===== config.mk =====
export PLATFORM = sky130hd
export DESIGN_NAME = pcc_top
export DESIGN_NICKNAME = d
export VERILOG_FILES = /design/src/pcc_pkg.sv /design/src/pcc_top.sv
export SDC_FILE = /design/constraint.sdc
export NUM_CORES = 1
export LEC_CHECK = 0
export BUFFER_PORTS_ARGS = -buffer_cell sky130_fd_sc_hd__buf_2
export CORE_MARGIN = 3
export CORE_UTILIZATION = 45
export CTS_CLUSTER_SIZE = 10
export DETAILED_ROUTE_END_ITERATION = 8
export PLACE_DENSITY = 0.71
export SLEW_MARGIN = 20
export SYNTH_ARGS = -nofsm -noshare
export SYNTH_HDL_FRONTEND = slang
export SYNTH_SLANG_ARGS = --single-unit
export TNS_END_PERCENT = 100

===== constraint.sdc =====
create_clock -name core_clk_i -period 3 [get_ports core_clk_i]
set_input_delay 0.3 -clock core_clk_i [delete_from_list [all_inputs] [get_ports core_clk_i]]
set_output_delay 0.3 -clock core_clk_i [all_outputs]
set_load 0.01 [all_outputs]

===== src/pcc_pkg.sv =====
`default_nettype none
package pcc_pkg;

  // ********************************************************
  // Register bus
  // ********************************************************
  localparam int ADDR_W = 8;
  localparam int DATA_W = 32;
  localparam logic [ADDR_W-1:0] A_CTRL = 8'h00;
  localparam logic [ADDR_W-1:0] A_STATUS = 8'h04;
  localparam logic [ADDR_W-1:0] A_IRQ_STAT = 8'h08;
  localparam logic [ADDR_W-1:0] A_IRQ_MASK = 8'h0c;
  localparam logic [ADDR_W-1:0] A_RTC_TIMER = 8'h10;
  localparam logic [ADDR_W-1:0] A_RTC_RELOAD = 8'h14;
  localparam logic [ADDR_W-1:0] A_RTC_HIGH = 8'h18;
  localparam logic [ADDR_W-1:0] A_RTC_LOW = 8'h1c;

  // ********************************************************
  // Field layout
  // ********************************************************
  localparam int CTRL_SDD_SEL = 0;
  localparam int CTRL_FACT_LSB = 4;
  localparam int FACT_W = 4;
  localparam int ST_POR_FLAG = 0;
  localparam int ST_LOCK = 1;
  localparam int ST_ON_SDD = 2;
  localparam int ST_RET_WAIT = 3;
  localparam int ST_HALT = 4;
  localparam int IRQ_W = 3;
  localparam int IRQ_LOCK = 0;
  localparam int IRQ_RETURN = 1;
  localparam int IRQ_HALT = 2;
  localparam int RTC_W = 16;

  // ********************************************************
  // Reset values and counts
  // ********************************************************
  localparam logic [FACT_W-1:0] RST_SDD_FACTOR = 4'h1;
  localparam logic [IRQ_W-1:0] RST_IRQ_MASK = 3'h0;
  localparam logic [RTC_W-1:0] RTC_CLEAR = 16'h0000;
  localparam int LOCK_CNT_W = 12;
  localparam int LOCK_PERIODS = 2048;
  // Oscillator periods equal core clock cycles: the core runs on it
  localparam logic [LOCK_CNT_W-1:0] LOCK_CYCLES =
    LOCK_CNT_W'(LOCK_PERIODS);

  // ********************************************************
  // Clock path states
  // ********************************************************
  typedef enum logic [1:0] {
    PS_BASIC = 2'b00,
    PS_SDD = 2'b01,
    PS_RETURN = 2'b11
  } pcc_path_t;

endpackage
`default_nettype wire


===== src/pcc_top.sv =====
// Functional notes
// Readable flag shows one if power-on was detected, else zero.
// With power-on detected, lock rises after 2048 oscillator periods.
// Detected power-on clears RTC timer, reload and both counter halves.
// From basic clocking, software may move the CPU onto the divider.
// Return from divider to basic path completes only with lock set.
// Failed detection with clock: lock never set, RTC left as it was.
// Software may keep divider at factor one or two as a fallback.
// Failed detection, no clock: divider selected, no supervision, halt.
// Detector result sampled once at reset release, used for flag and lock.
`timescale 1ns/100ps
`default_nettype none
module pcc_top
  import pcc_pkg::*;
(
  input wire logic core_clk_i,
  input wire logic rst_i,
  input wire logic clk_en_i,
  input wire logic por_detect_i,
  input wire logic osc_present_i,
  input wire logic [ADDR_W-1:0] addr_i,
  input wire logic [DATA_W-1:0] wdata_i,
  input wire logic wr_i,
  input wire logic rd_i,
  output logic [DATA_W-1:0] rdata_o,
  output logic irq_o,
  output logic osc_lock_o,
  output logic clk_path_sdd_o,
  output logic [FACT_W-1:0] sdd_factor_o,
  output logic osc_supervision_o,
  output logic cpu_halt_o
);

  // ********************************************************
  // Input synchronisers
  // ********************************************************
  logic [2:0] por_sync_q;
  logic [2:0] osc_sync_q;
  logic por_filt_q;
  logic osc_filt_q;

  // Three stages; a level counts once stages two and three agree
  always_ff @(posedge core_clk_i) begin
    if (clk_en_i) begin
      por_sync_q <= {por_sync_q[1:0], por_detect_i};
      osc_sync_q <= {osc_sync_q[1:0], osc_present_i};
    end
  end

  // Filtered levels; hold reset four edges so these are settled
  always_ff @(posedge core_clk_i) begin
    if (clk_en_i) begin
      if (por_sync_q[1] == por_sync_q[2]) begin
        por_filt_q <= por_sync_q[2];
      end
      if (osc_sync_q[1] == osc_sync_q[2]) begin
        osc_filt_q <= osc_sync_q[2];
      end
    end
  end

  // ********************************************************
  // Reset release and power-on flag
  // ********************************************************
  logic rst_q;
  logic release_w;
  logic por_flag_q;
  logic halt_q;

  always_ff @(posedge core_clk_i) begin
    if (rst_i) begin
      rst_q <= 1'b1;
    end else if (clk_en_i) begin
      rst_q <= 1'b0;
    end
  end

  assign release_w = rst_q & ~rst_i & clk_en_i;

  // Caught once at release, never from the live pin
  always_ff @(posedge core_clk_i) begin
    if (rst_i) begin
      por_flag_q <= 1'b0;
    end else if (release_w) begin
      por_flag_q <= por_filt_q;
    end
  end

  // No detection and no oscillator: the core stops on the divider
  always_ff @(posedge core_clk_i) begin
    if (rst_i) begin
      halt_q <= 1'b0;
    end else if (release_w) begin
      halt_q <= ~por_filt_q & ~osc_filt_q;
    end
  end

  // ********************************************************
  // Oscillator lock detector
  // ********************************************************
  logic [LOCK_CNT_W-1:0] lock_cnt_q;
  logic lock_q;
  logic lock_set_w;

  // Counter only runs after a detected power-on; stops at target
  always_ff @(posedge core_clk_i) begin
    if (rst_i) begin
      lock_cnt_q <= '0;
    end else if (clk_en_i && por_flag_q && !rst_q &&
                 lock_cnt_q != LOCK_CYCLES) begin
      lock_cnt_q <= lock_cnt_q + 1'b1;
    end
  end

  assign lock_set_w = clk_en_i & por_flag_q & ~lock_q &
                      (lock_cnt_q == LOCK_CYCLES);

  // Without detection the lock never rises, which strands the return
  always_ff @(posedge core_clk_i) begin
    if (rst_i) begin
      lock_q <= 1'b0;
    end else if (lock_set_w) begin
      lock_q <= 1'b1;
    end
  end

  // ********************************************************
  // Register write decode
  // ********************************************************
  logic wr_ctrl_w;
  logic wr_stat_w;
  logic wr_mask_w;
  logic [FACT_W-1:0] fact_q;
  logic [IRQ_W-1:0] mask_q;

  assign wr_ctrl_w = clk_en_i & wr_i & (addr_i == A_CTRL);
  assign wr_stat_w = clk_en_i & wr_i & (addr_i == A_IRQ_STAT);
  assign wr_mask_w = clk_en_i & wr_i & (addr_i == A_IRQ_MASK);

  // Divider factor; one or two is the safe fallback setting
  always_ff @(posedge core_clk_i) begin
    if (rst_i) begin
      fact_q <= RST_SDD_FACTOR;
    end else if (wr_ctrl_w) begin
      fact_q <= wdata_i[CTRL_FACT_LSB +: FACT_W];
    end
  end

  // Interrupt mask; all sources masked out of reset
  always_ff @(posedge core_clk_i) begin
    if (rst_i) begin
      mask_q <= RST_IRQ_MASK;
    end else if (wr_mask_w) begin
      mask_q <= wdata_i[IRQ_W-1:0];
    end
  end

  // ********************************************************
  // Clock path selection
  // ********************************************************
  pcc_path_t path_q;

  // Return waits on lock; a new divider request cancels the wait
  always_ff @(posedge core_clk_i) begin
    if (rst_i) begin
      path_q <= PS_BASIC;
    end else if (clk_en_i) begin
      if (halt_q) begin
        path_q <= PS_SDD;
      end else begin
        unique case (path_q)
          PS_BASIC: begin
            if (wr_ctrl_w && wdata_i[CTRL_SDD_SEL]) begin
              path_q <= PS_SDD;
            end
          end
          PS_SDD: begin
            if (wr_ctrl_w && !wdata_i[CTRL_SDD_SEL]) begin
              path_q <= PS_RETURN;
            end
          end
          PS_RETURN: begin
            if (wr_ctrl_w && wdata_i[CTRL_SDD_SEL]) begin
              path_q <= PS_SDD;
            end else if (lock_q) begin
              path_q <= PS_BASIC;
            end
          end
          default: begin
            path_q <= PS_SDD;
          end
        endcase
      end
    end
  end

  // ********************************************************
  // Real-time clock registers
  // ********************************************************
  logic [RTC_W-1:0] rtc_q [4];
  logic [ADDR_W-1:0] rtc_addr_w [4];
  assign rtc_addr_w[0] = A_RTC_TIMER;
  assign rtc_addr_w[1] = A_RTC_RELOAD;
  assign rtc_addr_w[2] = A_RTC_HIGH;
  assign rtc_addr_w[3] = A_RTC_LOW;

  // Not reset by rst_i: only a detected power-on clears them
  for (genvar g = 0; g < 4; g++) begin : g_rtc
    always_ff @(posedge core_clk_i) begin
      if (release_w && por_filt_q) begin
        rtc_q[g] <= RTC_CLEAR;
      end else if (!rst_i && clk_en_i && wr_i &&
                   addr_i == rtc_addr_w[g]) begin
        rtc_q[g] <= wdata_i[RTC_W-1:0];
      end
    end
  end

  // ********************************************************
  // Interrupt status
  // ********************************************************
  logic [IRQ_W-1:0] irq_stat_q;
  logic [IRQ_W-1:0] irq_ev_w;
  assign irq_ev_w[IRQ_LOCK] = lock_set_w;
  assign irq_ev_w[IRQ_RETURN] = clk_en_i & ~halt_q &
    (path_q == PS_RETURN) & lock_q &
    ~(wr_ctrl_w & wdata_i[CTRL_SDD_SEL]);
  assign irq_ev_w[IRQ_HALT] = release_w & ~por_filt_q & ~osc_filt_q;

  // Set beats a write-one-to-clear in the same cycle
  always_ff @(posedge core_clk_i) begin
    if (rst_i) begin
      irq_stat_q <= '0;
    end else begin
      irq_stat_q <= (irq_stat_q &
                     ~(wr_stat_w ? wdata_i[IRQ_W-1:0] : '0)) |
                    irq_ev_w;
    end
  end

  always_ff @(posedge core_clk_i) begin
    if (rst_i) begin
      irq_o <= 1'b0;
    end else if (clk_en_i) begin
      irq_o <= |(irq_stat_q & mask_q);
    end
  end

  // ********************************************************
  // Read port
  // ********************************************************
  logic [DATA_W-1:0] rd_mux_w;

  // Unmapped offsets and reserved bits read zero
  always_comb begin
    rd_mux_w = '0;
    unique case (addr_i)
      A_CTRL: begin
        rd_mux_w[CTRL_SDD_SEL] = path_q[0];
        rd_mux_w[CTRL_FACT_LSB +: FACT_W] = fact_q;
      end
      A_STATUS: begin
        rd_mux_w[ST_POR_FLAG] = por_flag_q;
        rd_mux_w[ST_LOCK] = lock_q;
        rd_mux_w[ST_ON_SDD] = path_q[0];
        rd_mux_w[ST_RET_WAIT] = (path_q == PS_RETURN);
        rd_mux_w[ST_HALT] = halt_q;
      end
      A_IRQ_STAT: rd_mux_w[IRQ_W-1:0] = irq_stat_q;
      A_IRQ_MASK: rd_mux_w[IRQ_W-1:0] = mask_q;
      A_RTC_TIMER: rd_mux_w[RTC_W-1:0] = rtc_q[0];
      A_RTC_RELOAD: rd_mux_w[RTC_W-1:0] = rtc_q[1];
      A_RTC_HIGH: rd_mux_w[RTC_W-1:0] = rtc_q[2];
      A_RTC_LOW: rd_mux_w[RTC_W-1:0] = rtc_q[3];
      default: rd_mux_w = '0;
    endcase
  end

  // Data stand only in the cycle after the strobe
  always_ff @(posedge core_clk_i) begin
    if (rst_i) begin
      rdata_o <= '0;
    end else if (clk_en_i) begin
      rdata_o <= rd_i ? rd_mux_w : '0;
    end
  end

  // ********************************************************
  // Registered clock outputs
  // ********************************************************
  always_ff @(posedge core_clk_i) begin
    if (rst_i) begin
      osc_lock_o <= 1'b0;
      clk_path_sdd_o <= 1'b0;
      sdd_factor_o <= RST_SDD_FACTOR;
      osc_supervision_o <= 1'b0;
      cpu_halt_o <= 1'b0;
    end else if (clk_en_i) begin
      osc_lock_o <= lock_q;
      clk_path_sdd_o <= path_q[0] | halt_q; // Path lags halt
      sdd_factor_o <= fact_q;
      osc_supervision_o <= lock_q & ~halt_q;
      cpu_halt_o <= halt_q;
    end
  end

  // ********************************************************
  // Assertions
  // ********************************************************
  a_flag_sampled: assert property (@(posedge core_clk_i) disable iff (rst_i)
    release_w |=> por_flag_q == $past(por_filt_q))
    else $error("power-on flag not taken at release");
  a_flag_readback: assert property (@(posedge core_clk_i) disable iff (rst_i)
    clk_en_i && rd_i && addr_i == A_STATUS
    |=> rdata_o[ST_POR_FLAG] == por_flag_q)
    else $error("status read does not show power-on flag");
  a_lock_count: assert property (@(posedge core_clk_i) disable iff (rst_i)
    $rose(lock_q) |-> lock_cnt_q == LOCK_CYCLES && por_flag_q)
    else $error("lock rose without full period count");
  a_rtc_cleared: assert property (@(posedge core_clk_i) disable iff (rst_i)
    release_w && por_filt_q
    |=> rtc_q[0] == RTC_CLEAR && rtc_q[1] == RTC_CLEAR &&
        rtc_q[2] == RTC_CLEAR && rtc_q[3] == RTC_CLEAR)
    else $error("rtc registers not cleared after power-on");
  a_sdd_entry: assert property (@(posedge core_clk_i) disable iff (rst_i)
    path_q == PS_BASIC && wr_ctrl_w && wdata_i[CTRL_SDD_SEL]
    |=> ##1 clk_path_sdd_o)
    else $error("divider request from basic path not taken");
  a_return_lock: assert property (@(posedge core_clk_i) disable iff (rst_i)
    $past(path_q) == PS_RETURN && path_q == PS_BASIC
    |-> $past(lock_q))
    else $error("returned to basic path without lock");
  a_fail_nolock: assert property (@(posedge core_clk_i) disable iff (rst_i)
    !por_flag_q |-> !lock_q && !osc_lock_o)
    else $error("lock set without detected power-on");
  a_halt_sdd: assert property (@(posedge core_clk_i) disable iff (rst_i)
    cpu_halt_o |-> clk_path_sdd_o && !osc_supervision_o)
    else $error("halt without divider path or with supervision");

endmodule
`default_nettype wire


Yosys cells after proc, flatten, opt, wreduce, memory -nomap -nowiden --
Memory sizes are Yosys's and may differ from the RTL's. Index checks and enable logic that the tools add are counted.
Cells by class: $add $sub $neg 1, equality and inequality tests 16, muxes and demuxes 32, bitwise gates (word level) 33, reductions and logical operators 21
Operators by type and width (number):
- two-way mux 16 bit | 5
- == test 8 x 5 -> 1 bit, second input constant | 4
- case mux 8 bit (4 select lines) | 1
- bitwise AND 1 bit | 18
- == test 8 x 4 -> 1 bit, second input constant | 2
- case mux 3 bit (5 select lines) | 1
- two-way mux 1 bit | 14
- case mux 2 bit (7 select lines) | 1
- adder 12 x 1 -> 12 bit, second input constant | 1
- == test 12 bit, second input constant | 1
- logical AND 1 bit | 12
- != test 12 bit, second input constant | 1
- two-way mux 2 bit | 5
- == test 8 x 3 -> 1 bit, second input constant | 1
- logical NOT 8 bit | 1
- case mux 1 bit (8 select lines) | 1
- bitwise AND 3 bit | 2
- != test 3 bit, second input constant | 2
- NOT 1 bit | 6
- case mux 1 bit (6 select lines) | 1
- case mux 2 bit (3 select lines) | 1
- bitwise OR 1 bit | 5
- case mux 1 bit (5 select lines) | 1
- != test 4 bit, second input constant | 1
- 11 further kinds | 15
Storage, ports and cells: bits in registers 77, memory bits (writable) 64, output and inout port bits 41, memories 1
Memories:
- rtc_q | depth 4, bits a word 16, read ports 4, clocked after memory_dff 0, write ports 4, RTL line pcc_top.sv:200 | logic [RTC_W-1:0] rtc_q [4];

Depth between registers and ports, before layout --
Gate-level depths: netlist of run 1.
depth after elaboration 8, depth in mapped cells 6, gate-level depth less buffers 6

Worst setup path after synthesis of run 1 --
No wires, ideal clock.
kind input to register, start point in addr_i[5], end point mem rtc_q[3][0], enable pin, data arrival time 1.924 ns, data required time 2.606 ns, path slack 0.681 ns, stages on the path 4, buffers on the path 0, path through nor4b_4 > and2_1 > nand3_1 > a21oi_1
RTL lines:
- start, declared | RTL line pcc_top.sv:21 | input wire logic [ADDR_W-1:0] addr_i,
- end, declared | RTL line pcc_top.sv:200

==> results.tsv, run 1 <==
stage	metric	value	unit
clock_tree	post_cts_buffers	0	
logic_synthesis	ys.flop_type	edfxtp_1	
floorplanning	die_h	117	um
logic_synthesis	postSynthAreaPerCell	12.4	um2
sta	slew_violations	0	
placed_design	io_buffers	55	
sta	rsz0062_at_grt	false	
clock_tree	cts_max_level	4	
min_path	hold_class	primary input to register	
logic_synthesis	synth-edff-count	72	
clock_tree	cts_max_path_buffers	2	
finish	num_antenna_cells	0	
grt	antenna_found_initial	0	
clock_tree	ctsHoldBuffers	0	
sta	worstMarginPinSlew	0.774	ns
clock_tree	path_clk_slew	0.05	ns
sta	setup_viol	0	
drt	viasPerCell	5.36	
floorplanning	rows	40	
sta	hold_viol	0	
sta	finClkSkew	0.00414	ns
clock_tree	clock_latency	0.41	ns
logic_synthesis	ys_seq_elements	125	
finish	multi_input_area	0.00216	mm2
pwr	p_clk_frac	0.489	
drt	postRouteAntennaNets	0	
drt	firstDrtPassIters	5	
pwr	p_leak	2.43	nW
critical_path	ff2ff_path_depth	4	
finish	drive_above_1_share	0.241	
sta	clock.fmax	0.550	GHz
critical_path	cp.required	3.27	ns
finish	fillers	965	
critical_path	critPathKind	register to register	
critical_path	reg2reg_from	por_filt_q	
clock_tree	root_buffer	clkbuf_16	
flow_run	drv_cap	0	
critical_path	cp-end-kind	register	
clock_tree	cts_tree	yes	
sta	slew_headroom	0.482	
drt	drtIter0Drc	234	
logic_synthesis	synthCells	450	
sta	min_period	1.82	ns
sta	holdWs	0.0645	ns
drt	route.vias.total	3720	
finish	regArea	0.00322	mm2
floorplanning	boundaryPins	88	
placed_design	dp_hpwl	7.80	mm
min_path	min_to	osc_sync_q[0]	
logic_synthesis	synth_top_area_share	0.387	
pwr	irDropWorstVdd	374	uV
critical_path	cp_max_fo	17	
placed_design	gp_congestion	0.882	
logic_synthesis	async_flop_share	0	
grt	track_usage	0.182	
logic_synthesis	yosysTopAreaCell	edfxtp_1	
logic_synthesis	syn_area	0.00558	mm2
min_path	worstHoldPathCells	1	
logic_synthesis	synthTopCellsByArea	edfxtp_1, dfxtp_1, mux4_2, and2_1, mux2i_1	
clock_tree	cts-buffers-inserted	17	
clock_tree	cts_resized	0	
logic_synthesis	synth_cell_types	58	
finish	final_cells	694	
run_status	status	complete, no violations	
grt	grt_pass1_vias	3909	
pwr	pwr-share-seq	0.465	
logic_synthesis	ys_warn_count	0	
floorplanning	core	0.0121	mm2
critical_path	r2r-end	rtc_q[2][7]	
pwr	pwr-share-comb	0.047	
logic_synthesis	ys_top_cells_by_count	edfxtp_1, and2_1, dfxtp_1	
floorplanning	start_util	0.463	
sta	fin_crit_sh	0.606	
pwr	p_sw_frac	0.213	
critical_path	cp.arrival	2.09	ns
pwr	p_switching	0.853	mW
clock_tree	cts_sinks	125	
placed_design	dpl.cell_count	662	
floorplanning	dieWidth	117	um
drt	drc	0	
drt	totalWireLength	12.1	mm
pwr	totalPowerFinal	4.00	mW
finish	area_growth	17.5	%
critical_path	r2r_slack	1.18	ns
logic_synthesis	synth_most_common_cell	edfxtp_1	
finish	finalNetCount	562	
grt	grt_max_degree	42	
pwr	internal_power	3.15	mW
pwr	p_per_area	611	mW/mm2
grt	grt_overflow	0	
logic_synthesis	seq_area_frac_synth	0.577	
min_path	worstHoldStart	osc_present_i	
drt	wl_per_cell	17.5	um
floorplanning	die_area	0.0138	mm2
grt	grt_pass1_wl	19.6	mm
sta	fin_setup_tns	0	ns
critical_path	critPathLaunchType	register	
## sequential cells by signal, summed over array words and instances (netlist names), 2 cells and up
signal        count
rdata_o          16
lock_cnt_q       12
rtc_q            64
mask_q            3
path_q            2
fact_q            4
por_sync_q        3
irq_stat_q        3
osc_sync_q        3
sdd_factor_o      4
## power by group through the flow
stage          Combinational (mW)  Sequential [mW]  Clock, mW
6_report                    0.188             1.86       1.96
5_1_grt                     0.206             1.86       2.05
4_1_cts                     0.189             1.86       1.98
3_5_place_dp                0.187             1.90          0
3_3_place_gp                0.184             1.89          0
2_1_floorplan               0.135             1.89          0
## worst max-delay path, stage by stage, from the launching register on
cell	delay [ns]
edfxtp_1	0.41
nand2_1	0.21
nand4_4	0.29
nor2_2	0.55
and2_1	0.21
## how the worst max path moves through the flow
stage | depth (start not counted) | startpoint | slack [ns] | end
after CTS | 4 | por_filt_q | 1.15 | rtc_q[0][13]
after global routing | 4 | por_filt_q | 1.01 | rtc_q[2][3]
final | 4 | por_filt_q | 1.18 | rtc_q[2][7]
after detailed placement | 5 | addr_i[5] | 0.80 | rtc_q[0][6]
after floorplan | 4 | addr_i[5] | 0.68 | rtc_q[3][0]
after global placement | 5 | addr_i[5] | 0.85 | rtc_q[0][12]
## stage by stage
stage               area (um2)  setup WS, ns   util
detailed placement        5990         0.799  0.496
global placement          5990         0.852  0.496
CTS                       6560          1.15  0.544
global route              6560          1.01  0.544
finish                    6560          1.18  0.544
floorplan                 5640         0.681      -
## cells by family (layout without fill, tap and decap cells)
kind of cell    after synthesis  after routing  share of synthesized area
flops                       125            125                      0.577
simple gates                170            170                      0.183
mux                          33             33                     0.0975
other cells                   1             16                   0.000672
fa+ha+maj                     2              2                    0.00448
xor+xnor                      9              9                     0.0141
compound gates               62             62                     0.0766
buf+inv                      48            109                     0.0466
## cells in the final DEF (no fill, tap or decap), drive strengths merged, types with 6 or more instances in the layout
| cell type | instances |
|---|---|
| edfxtp | 72 |
| buf | 66 |
| and2 | 54 |
| dfxtp | 53 |
| nor2 | 31 |
| clkbuf | 21 |
| a21oi | 19 |
| nand2 | 18 |
| nor3 | 17 |
| mux4 | 17 |
| conb | 16 |
| mux2i | 15 |
| inv | 11 |
| a22o | 10 |
| o21ai | 9 |
| nand4 | 8 |
| nand3 | 7 |
| clkinv | 6 |
## layer usage
layer  part of all wire  vias to the layer above  global-route usage  wire length (um)
met2               0.51                      118               0.311              6200
met5                  0                        -                   0                 0
met1               0.42                     1820               0.220              5060
met3              0.050                       20              0.0391               606
li1                   -                     1762                   -                 -
met4              0.022                        0              0.0858               262
## final cells by class
cell class	instances	area share
Sequential cell	125	0.492
Multi-Input combinational cell	292	0.329
Clock buffer	21	0.0687
Timing Repair Buffer	66	0.0546
Tap cell	168	0.0321
Clock inverter	11	0.0181
Inverter	11	0.00630
No activity file was read; power rests on OpenSTA's default activity.
==> run 2, diff against run 1 <==
--- a/config.mk
+++ b/config.mk
@@ -5,12 +5,13 @@
 export SDC_FILE = /design/constraint.sdc
 export NUM_CORES = 1
 export LEC_CHECK = 0
+export ABC_AREA = 1
 export BUFFER_PORTS_ARGS = -buffer_cell sky130_fd_sc_hd__buf_2
 export CORE_MARGIN = 3
 export CORE_UTILIZATION = 45
 export CTS_CLUSTER_SIZE = 10
 export DETAILED_ROUTE_END_ITERATION = 8
-export PLACE_DENSITY = 0.71
+export PLACE_DENSITY = 0.73
 export SLEW_MARGIN = 20
 export SYNTH_ARGS = -nofsm -noshare
 export SYNTH_HDL_FRONTEND = slang
==> constraint.sdc (replaced) <==
create_clock -name core_clk_i -period 1.62 [get_ports core_clk_i]
set_input_delay 0.162 -clock core_clk_i [delete_from_list [all_inputs] [get_ports core_clk_i]]
set_output_delay 0.162 -clock core_clk_i [all_outputs]
set_load 0.01 [all_outputs]
==> run 2 against run 1 <==
Effect of this change: flip-flop and latch count did not move; sequential power rose by 87%; total power grew 89%; largest power group unchanged; maximum frequency rose by 13%; highest routed layer unchanged; via count rose by 26%; sequential share of layout area decreased by 3.6 points; wire length grew 15%; critical path depth up 6.
==> results.tsv, run 2 <==
stage	metric	value	unit
run_status	status	complete, no violations	
floorplanning	dieWidth	119	um
grt	track_usage	0.199	
drt	wl_per_cell	15.1	um
finish	regArea	0.00323	mm2
finish	multi_input_area	0.00222	mm2
critical_path	critPathKind	register to register	
clock_tree	cts_tree	yes	
pwr	irDropWorstVdd	831	uV
min_path	hold_class	primary input to register	
logic_synthesis	synthTopCellsByArea	edfxtp_1, dfxtp_1, nand2_1, nor2_1, inv_1	
logic_synthesis	synth_cell_types	37	
critical_path	ff2ff_path_depth	10	
floorplanning	die_area	0.0142	mm2
logic_synthesis	synth-edff-count	72	
finish	fillers	1059	
sta	slew_violations	0	
finish	top_regs	rtc_q (64), rdata_o (16), lock_cnt_q (12)	
pwr	p_per_area	1070	mW/mm2
finish	final_common_cell	nand2_1	
drt	firstDrtPassIters	7	
finish	finalNetCount	787	
floorplanning	rows	40	
sta	hold_viol	0	
logic_synthesis	ys_warn_count	0	
finish	final_cell_mix	nand2_1, nor2_1, edfxtp_1, buf_2, dfxtp_1	
logic_synthesis	yosysTopAreaCell	edfxtp_1	
critical_path	r2r-end	lock_cnt_q[5]	
drt	postRouteAntennaNets	0	
floorplanning	core	0.0123	mm2
critical_path	cp_max_fo	8	
sta	worst_slack	0.00506	ns
placed_design	dp_hpwl	9.51	mm
clock_tree	cts_max_path_buffers	2	
logic_synthesis	ys_top_cells_by_count	nand2_1, nor2_1, edfxtp_1	
critical_path	cp-end-kind	register	
logic_synthesis	ys_seq_elements	125	
critical_path	critPathLaunch	lock_cnt_q[1]	
placed_design	gp_congestion	0.904	
sta	worstMarginPinSlew	0.621	ns
sta	slew_headroom	0.582	
sta	fin_crit_sh	0.997	
finish	area_growth	23.2	%
drt	viasPerCell	5.08	
drt	route.vias.total	4673	
logic_synthesis	ys.flop_type	edfxtp_1	
logic_synthesis	synthCells	651	
clock_tree	cts_max_level	4	
sta	fin_setup_tns	0	ns
grt	grt_max_degree	27	
logic_synthesis	async_flop_share	0	
logic_synthesis	seq_area_frac_synth	0.560	
finish	drive_above_1_share	0.230	
grt	grt_pass1_vias	4573	
sta	min_period	1.61	ns
floorplanning	boundaryPins	88	
min_path	worstHoldPathCells	3	
finish	num_antenna_cells	0	
grt	antenna_found_initial	0	
logic_synthesis	postSynthAreaPerCell	8.84	um2
pwr	p_leak	2.86	nW
placed_design	dpl_worst_slack	-0.00333	ns
placed_design	io_buffers	55	
logic_synthesis	synth_most_common_cell	nand2_1	
pwr	totalPowerFinal	7.58	mW
critical_path	r2r_slack	0.005	ns
critical_path	reg2reg_from	lock_cnt_q[1]	
floorplanning	die_h	119	um
clock_tree	cts_sinks	125	
clock_tree	cts-buffers-inserted	17	
finish	utilization	0.578	
logic_synthesis	synth_top_area_share	0.376	
drt	drc	0	
finish	largest_reg_flops	64	
clock_tree	path_clk_slew	0.05	ns
critical_path	cp.required	1.97	ns
clock_tree	root_buffer	clkbuf_16	
drt	drtIter0Drc	355	
critical_path	crit_end	lock_cnt_q[5]	
logic_synthesis	syn_area	0.00575	mm2
flow_run	drv_cap	0	
finish	max_flop_register	rtc_q	
sta	finClkSkew	0.00872	ns
sta	rsz0062_at_grt	true	
floorplanning	start_util	0.469	
clock_tree	clock_latency	0.42	ns
sta	clock.fmax	0.619	GHz
critical_path	cp.arrival	1.97	ns
critical_path	critPathLaunchType	register	
grt	grt_overflow	0	
drt	totalWireLength	13.9	mm
grt	grt_pass1_wl	22.1	mm
sta	setup_viol	0	
[run 2: changes by cell type after synthesis, sizes merged, moves of 24 or more]
cell	change
inv	+46
and2	-54
nand3	+32
nor2	+81
a21oi	+24
nand2	+154
[run 2: area by class of cell]
| type | instances | area share |
|---|---|---|
| inverters | 57 | 0.0312 |
| clock buffers | 23 | 0.0660 |
| well taps | 168 | 0.0297 |
| flip-flops and latches | 125 | 0.455 |
| multi-input cells | 446 | 0.313 |
| clock inverters | 9 | 0.0155 |
| repair buffers | 91 | 0.0898 |
[run 2: cell families (layout without fill, tap and decap cells)]
group / after synthesis / in the layout / share of synthesized area
AND/OR/NAND/NOR: 345 / 345 / 0.267
flip-flops: 125 / 125 / 0.560
buffers and inverters: 95 / 180 / 0.0833
AO/OA/AOI/OAI: 73 / 73 / 0.0694
XOR/XNOR: 10 / 10 / 0.0152
adder cells (fa/ha/maj): 2 / 2 / 0.00435
other: 1 / 16 / 0.000652
[run 2: power by group]
group,internal [mW],switching (mW),leakage [nW],total [mW]
Clock,2.35,1.36,0.282,3.71
Sequential,3.44,0.0422,0.995,3.48
Combinational,0.127,0.263,1.58,0.389
[run 2: through the flow]
step	area [um2]	cells	hold slack [ns]
after floorplan	5820	666	0.261
after global placement	6370	884	0.340
after detailed placement	6370	884	0.341
after CTS	6980	918	0.0329
after global routing	7090	919	0.0552
final	7090	919	0.0403
[run 2: how the worst min path moves through the flow]
stage | from | end | slack [ns]
global route | wdata_i[4] | fact_q[0] | 0.06
global placement | osc_present_i | osc_sync_q[0] | 0.34
finish | wdata_i[4] | fact_q[0] | 0.04
detailed placement | por_detect_i | por_sync_q[0] | 0.34
CTS | wdata_i[4] | fact_q[0] | 0.03
floorplan | osc_present_i | osc_sync_q[0] | 0.26
[run 2: per-layer routing]
| layer | vias up | track usage | share of wire |
|---|---|---|---|
| met3 | 25 | 0.0541 | 0.066 |
| met4 | 0 | 0.0818 | 0.019 |
| li1 | 2273 | - | - |
| met2 | 169 | 0.336 | 0.50 |
| met5 | - | 0 | 0 |
| met1 | 2206 | 0.241 | 0.41 |
[run 2: repair_timing]
action | 4_1_cts | 5_1_grt
hold endpoints to repair | 2 | 0
buffers inserted | 0 | 1
setup endpoints to repair | 11 | 12
hold buffers | 2 | 0
gates cloned | 0 | 0
pin swaps | 0 | 12
gates resized for setup | 2 | 30
[run 2: critical path: stages (launching register included)]
cell	delay, ns
dfxtp_2	0.33
inv_2	0.09
ha_4	0.15
nand3_4	0.08
nor4_4	0.25
buf_4	0.18
nand2_4	0.05
nand2_4	0.11
buf_8	0.14
nand2_1	0.06
a21oi_2	0.12
==> run 3, diff against run 2 <==
--- a/config.mk
+++ b/config.mk
@@ -8,10 +8,11 @@
 export ABC_AREA = 1
 export BUFFER_PORTS_ARGS = -buffer_cell sky130_fd_sc_hd__buf_2
 export CORE_MARGIN = 3
-export CORE_UTILIZATION = 45
+export CORE_UTILIZATION = 30
 export CTS_CLUSTER_SIZE = 10
 export DETAILED_ROUTE_END_ITERATION = 8
-export PLACE_DENSITY = 0.73
+export HOLD_SLACK_MARGIN = 0.02
+export PLACE_DENSITY = 0.54
 export SLEW_MARGIN = 20
 export SYNTH_ARGS = -nofsm -noshare
 export SYNTH_HDL_FRONTEND = slang
==> constraint.sdc (replaced) <==
create_clock -name core_clk_i -period 1.4 [get_ports core_clk_i]
set_input_delay 0.14 -clock core_clk_i [delete_from_list [all_inputs] [get_ports core_clk_i]]
set_output_delay 0.14 -clock core_clk_i [all_outputs]
set_load 0.01 [all_outputs]
==> run 3 against run 2 <==
Effect of this change: the flow now finishes with violations (negative setup slack); combinational power rose by 29%; wire length grew 8.9%; total power grew 19%; design area is 7.5% higher; critical endpoint is now lock_cnt_q[3]; global-route usage down 4.9 points; die area up 47%; flip-flop and latch count unchanged; sequential share of layout area fell by 3.2 points; non-clock buffer count rose by 50; utilization shrank 17 points; register-to-register slack worse by 0.09 ns.
==> results.tsv, run 3 (synthesis gave the netlist of run 2 again) <==
stage	metric	value	unit
run_status	status	finished, violations left	
run_status	failed_checks	negative setup slack	
drt	drc	0	
grt	grt_pass1_vias	4533	
sta	rsz0062_at_grt	true	
floorplanning	die_area	0.0209	mm2
pwr	p_clk_frac	0.498	
drt	route.vias.total	4697	
finish	area_growth	32.5	%
sta	worstMarginPinSlew	0.509	ns
clock_tree	cts_max_path_buffers	2	
placed_design	gp_congestion	0.818	
floorplanning	core	0.0188	mm2
floorplanning	rows	50	
critical_path	cp-end-kind	register	
clock_tree	cts_sinks	125	
drt	wl_per_cell	14.6	um
critical_path	crit_slowest_cell	dfxtp_2	
pwr	p_sw_frac	0.241	
sta	holdWs	0.0451	ns
sta	fin_crit_sh	1.06	
pwr	pwr-share-comb	0.056	
sta	hold_viol	0	
critical_path	cpPeakStageDelay	0.33	ns
finish	finalNetCount	839	
critical_path	cp.required	1.68	ns
pwr	internal_power	6.84	mW
sta	slew_headroom	0.661	
placed_design	dpl_cell_area	0.00682	mm2
finish	num_antenna_cells	0	
clock_tree	cts-buffers-inserted	17	
sta	finClkSkew	0.00884	ns
critical_path	critPathKind	register to register	
clock_tree	cts_tree	yes	
sta	worst_slack	-0.0878	ns
sta	clock.fmax	0.672	GHz
pwr	totalPowerFinal	9.00	mW
grt	antenna_found_initial	0	
critical_path	critPathLaunchType	register	
finish	final_cell_mix	nand2_1, nor2_1, buf_4, edfxtp_1, buf_2	
clock_tree	clock_latency	0.42	ns
flow_run	drv_cap	0	
sta	min_period	1.49	ns
clock_tree	path_clk_slew	0.06	ns
drt	totalWireLength	15.1	mm
critical_path	cp_max_fo	6	
placed_design	io_buffers	55	
finish	top_regs	rtc_q (64), rdata_o (16), lock_cnt_q (12)	
drt	drtIter0Drc	258	
finish	largest_reg_flops	64	
min_path	hold_class	primary input to register	
drt	firstDrtPassIters	5	
pwr	irDropWorstVdd	680	uV
placed_design	dp_hpwl	10.7	mm
sta	slew_violations	0	
pwr	p_per_area	1180	mW/mm2
critical_path	cp.arrival	1.77	ns
drt	postRouteAntennaNets	0	
pwr	p_switching	2.17	mW
grt	grt_pass1_wl	23.8	mm
finish	fillers	1893	
grt	grt_overflow	0	
finish	final_common_cell	nand2_1	
floorplanning	boundaryPins	88	
grt	track_usage	0.150	
clock_tree	root_buffer	clkbuf_16	
floorplanning	start_util	0.307	
finish	max_flop_register	rtc_q	
drt	viasPerCell	4.53	
floorplanning	dieWidth	144	um
finish	final_cell_area	0.00762	mm2
finish	drive_above_1_share	0.284	
pwr	p_leak	3.10	nW
floorplanning	die_h	144	um
grt	grt_max_degree	40	
clock_tree	cts_max_level	4	
sta	setup_viol	13	
pwr	pwr-share-seq	0.447	
critical_path	crit_chain	inv_2 -> ha_4 -> nand3_4 -> nor4_4 -> nand2_2 -> nand2_4 -> clkinvlp_4 -> nand2_1 -> a21oi_1	
-- run 3: cell count changes in the layout (fill, tap and decap cells not counted), moves of 3 or more --
cell,delta
inv_6,+4
a21oi_2,-5
buf_4,+49
clkinvlp_4,+3
clkbuf_1,-4
a21oi_1,+5
-- run 3: what timing repair did --
action	CTS	global route
hold endpoints to repair	3	0
cloned	1	1
endpoints found under the setup margin	12	95
buffers inserted	8	0
pin swaps	1	5
resized for setup	11	17
hold buffers	3	0
-- run 3: power groups by stage --
stage | Sequential [mW] | Clock (mW) | Combinational, mW
finish | 4.02 | 4.48 | 0.502
floorplan | 4.09 | 0 | 0.286
detailed placement | 4.10 | 0 | 0.482
global placement | 4.09 | 0 | 0.480
global route | 4.03 | 4.72 | 0.557
CTS | 4.02 | 4.56 | 0.498
-- run 3: final cells by class --
cell class	instances	area (um2)	share of cell area
clock inverters	15	176	0.0231
multi-input cells	447	2250	0.295
repair inverters	1	7.51	0.000985
inverters	57	225	0.0295
repair buffers	141	1020	0.134
well taps	234	293	0.0384
clock buffers	17	425	0.0558
flip-flops and latches	125	3230	0.423
-- run 3: per-layer routing --
metal / track usage / wire length, um / up-vias
li1: - / - / 2395
met1: 0.201 / 7050 / 2201
met2: 0.240 / 7250 / 86
met3: 0.0384 / 639 / 15
met4: 0.0452 / 199 / 0
met5: 0 / 0 / -
-- run 3: per-stage QoR --
step           instances  utilization  worst slack (ns)  TNS [ns]
2_1_floorplan        666            -           -0.0221    -0.707
3_3_place_gp         992        0.363            -0.102     -9.34
3_5_place_dp         992        0.363            -0.108     -8.60
4_1_cts             1036        0.402           -0.0923    -0.892
5_1_grt             1037        0.406            -0.187     -1.99
6_report            1037        0.406           -0.0878    -0.792
-- run 3: critical path: cells and delay by family (launching register included) --
kind                     cells  cell delay (ns)
AND/OR/NAND/NOR              5             0.60
flip-flops                   1             0.33
buffers and inverters        2             0.24
adder cells (fa/ha/maj)      1             0.14
AO/OA/AOI/OAI                1             0.06
-- run 3: worst paths after layout --
path,cells after the start,start,to,slack [ns]
max,9,lock_cnt_q[0],lock_cnt_q[3],-0.09
min,3,rd_i,rdata_o[0],0.05
max reg2reg,9,lock_cnt_q[0],lock_cnt_q[3],-0.09
min reg2reg,0,por_sync_q[0],por_sync_q[1],0.43
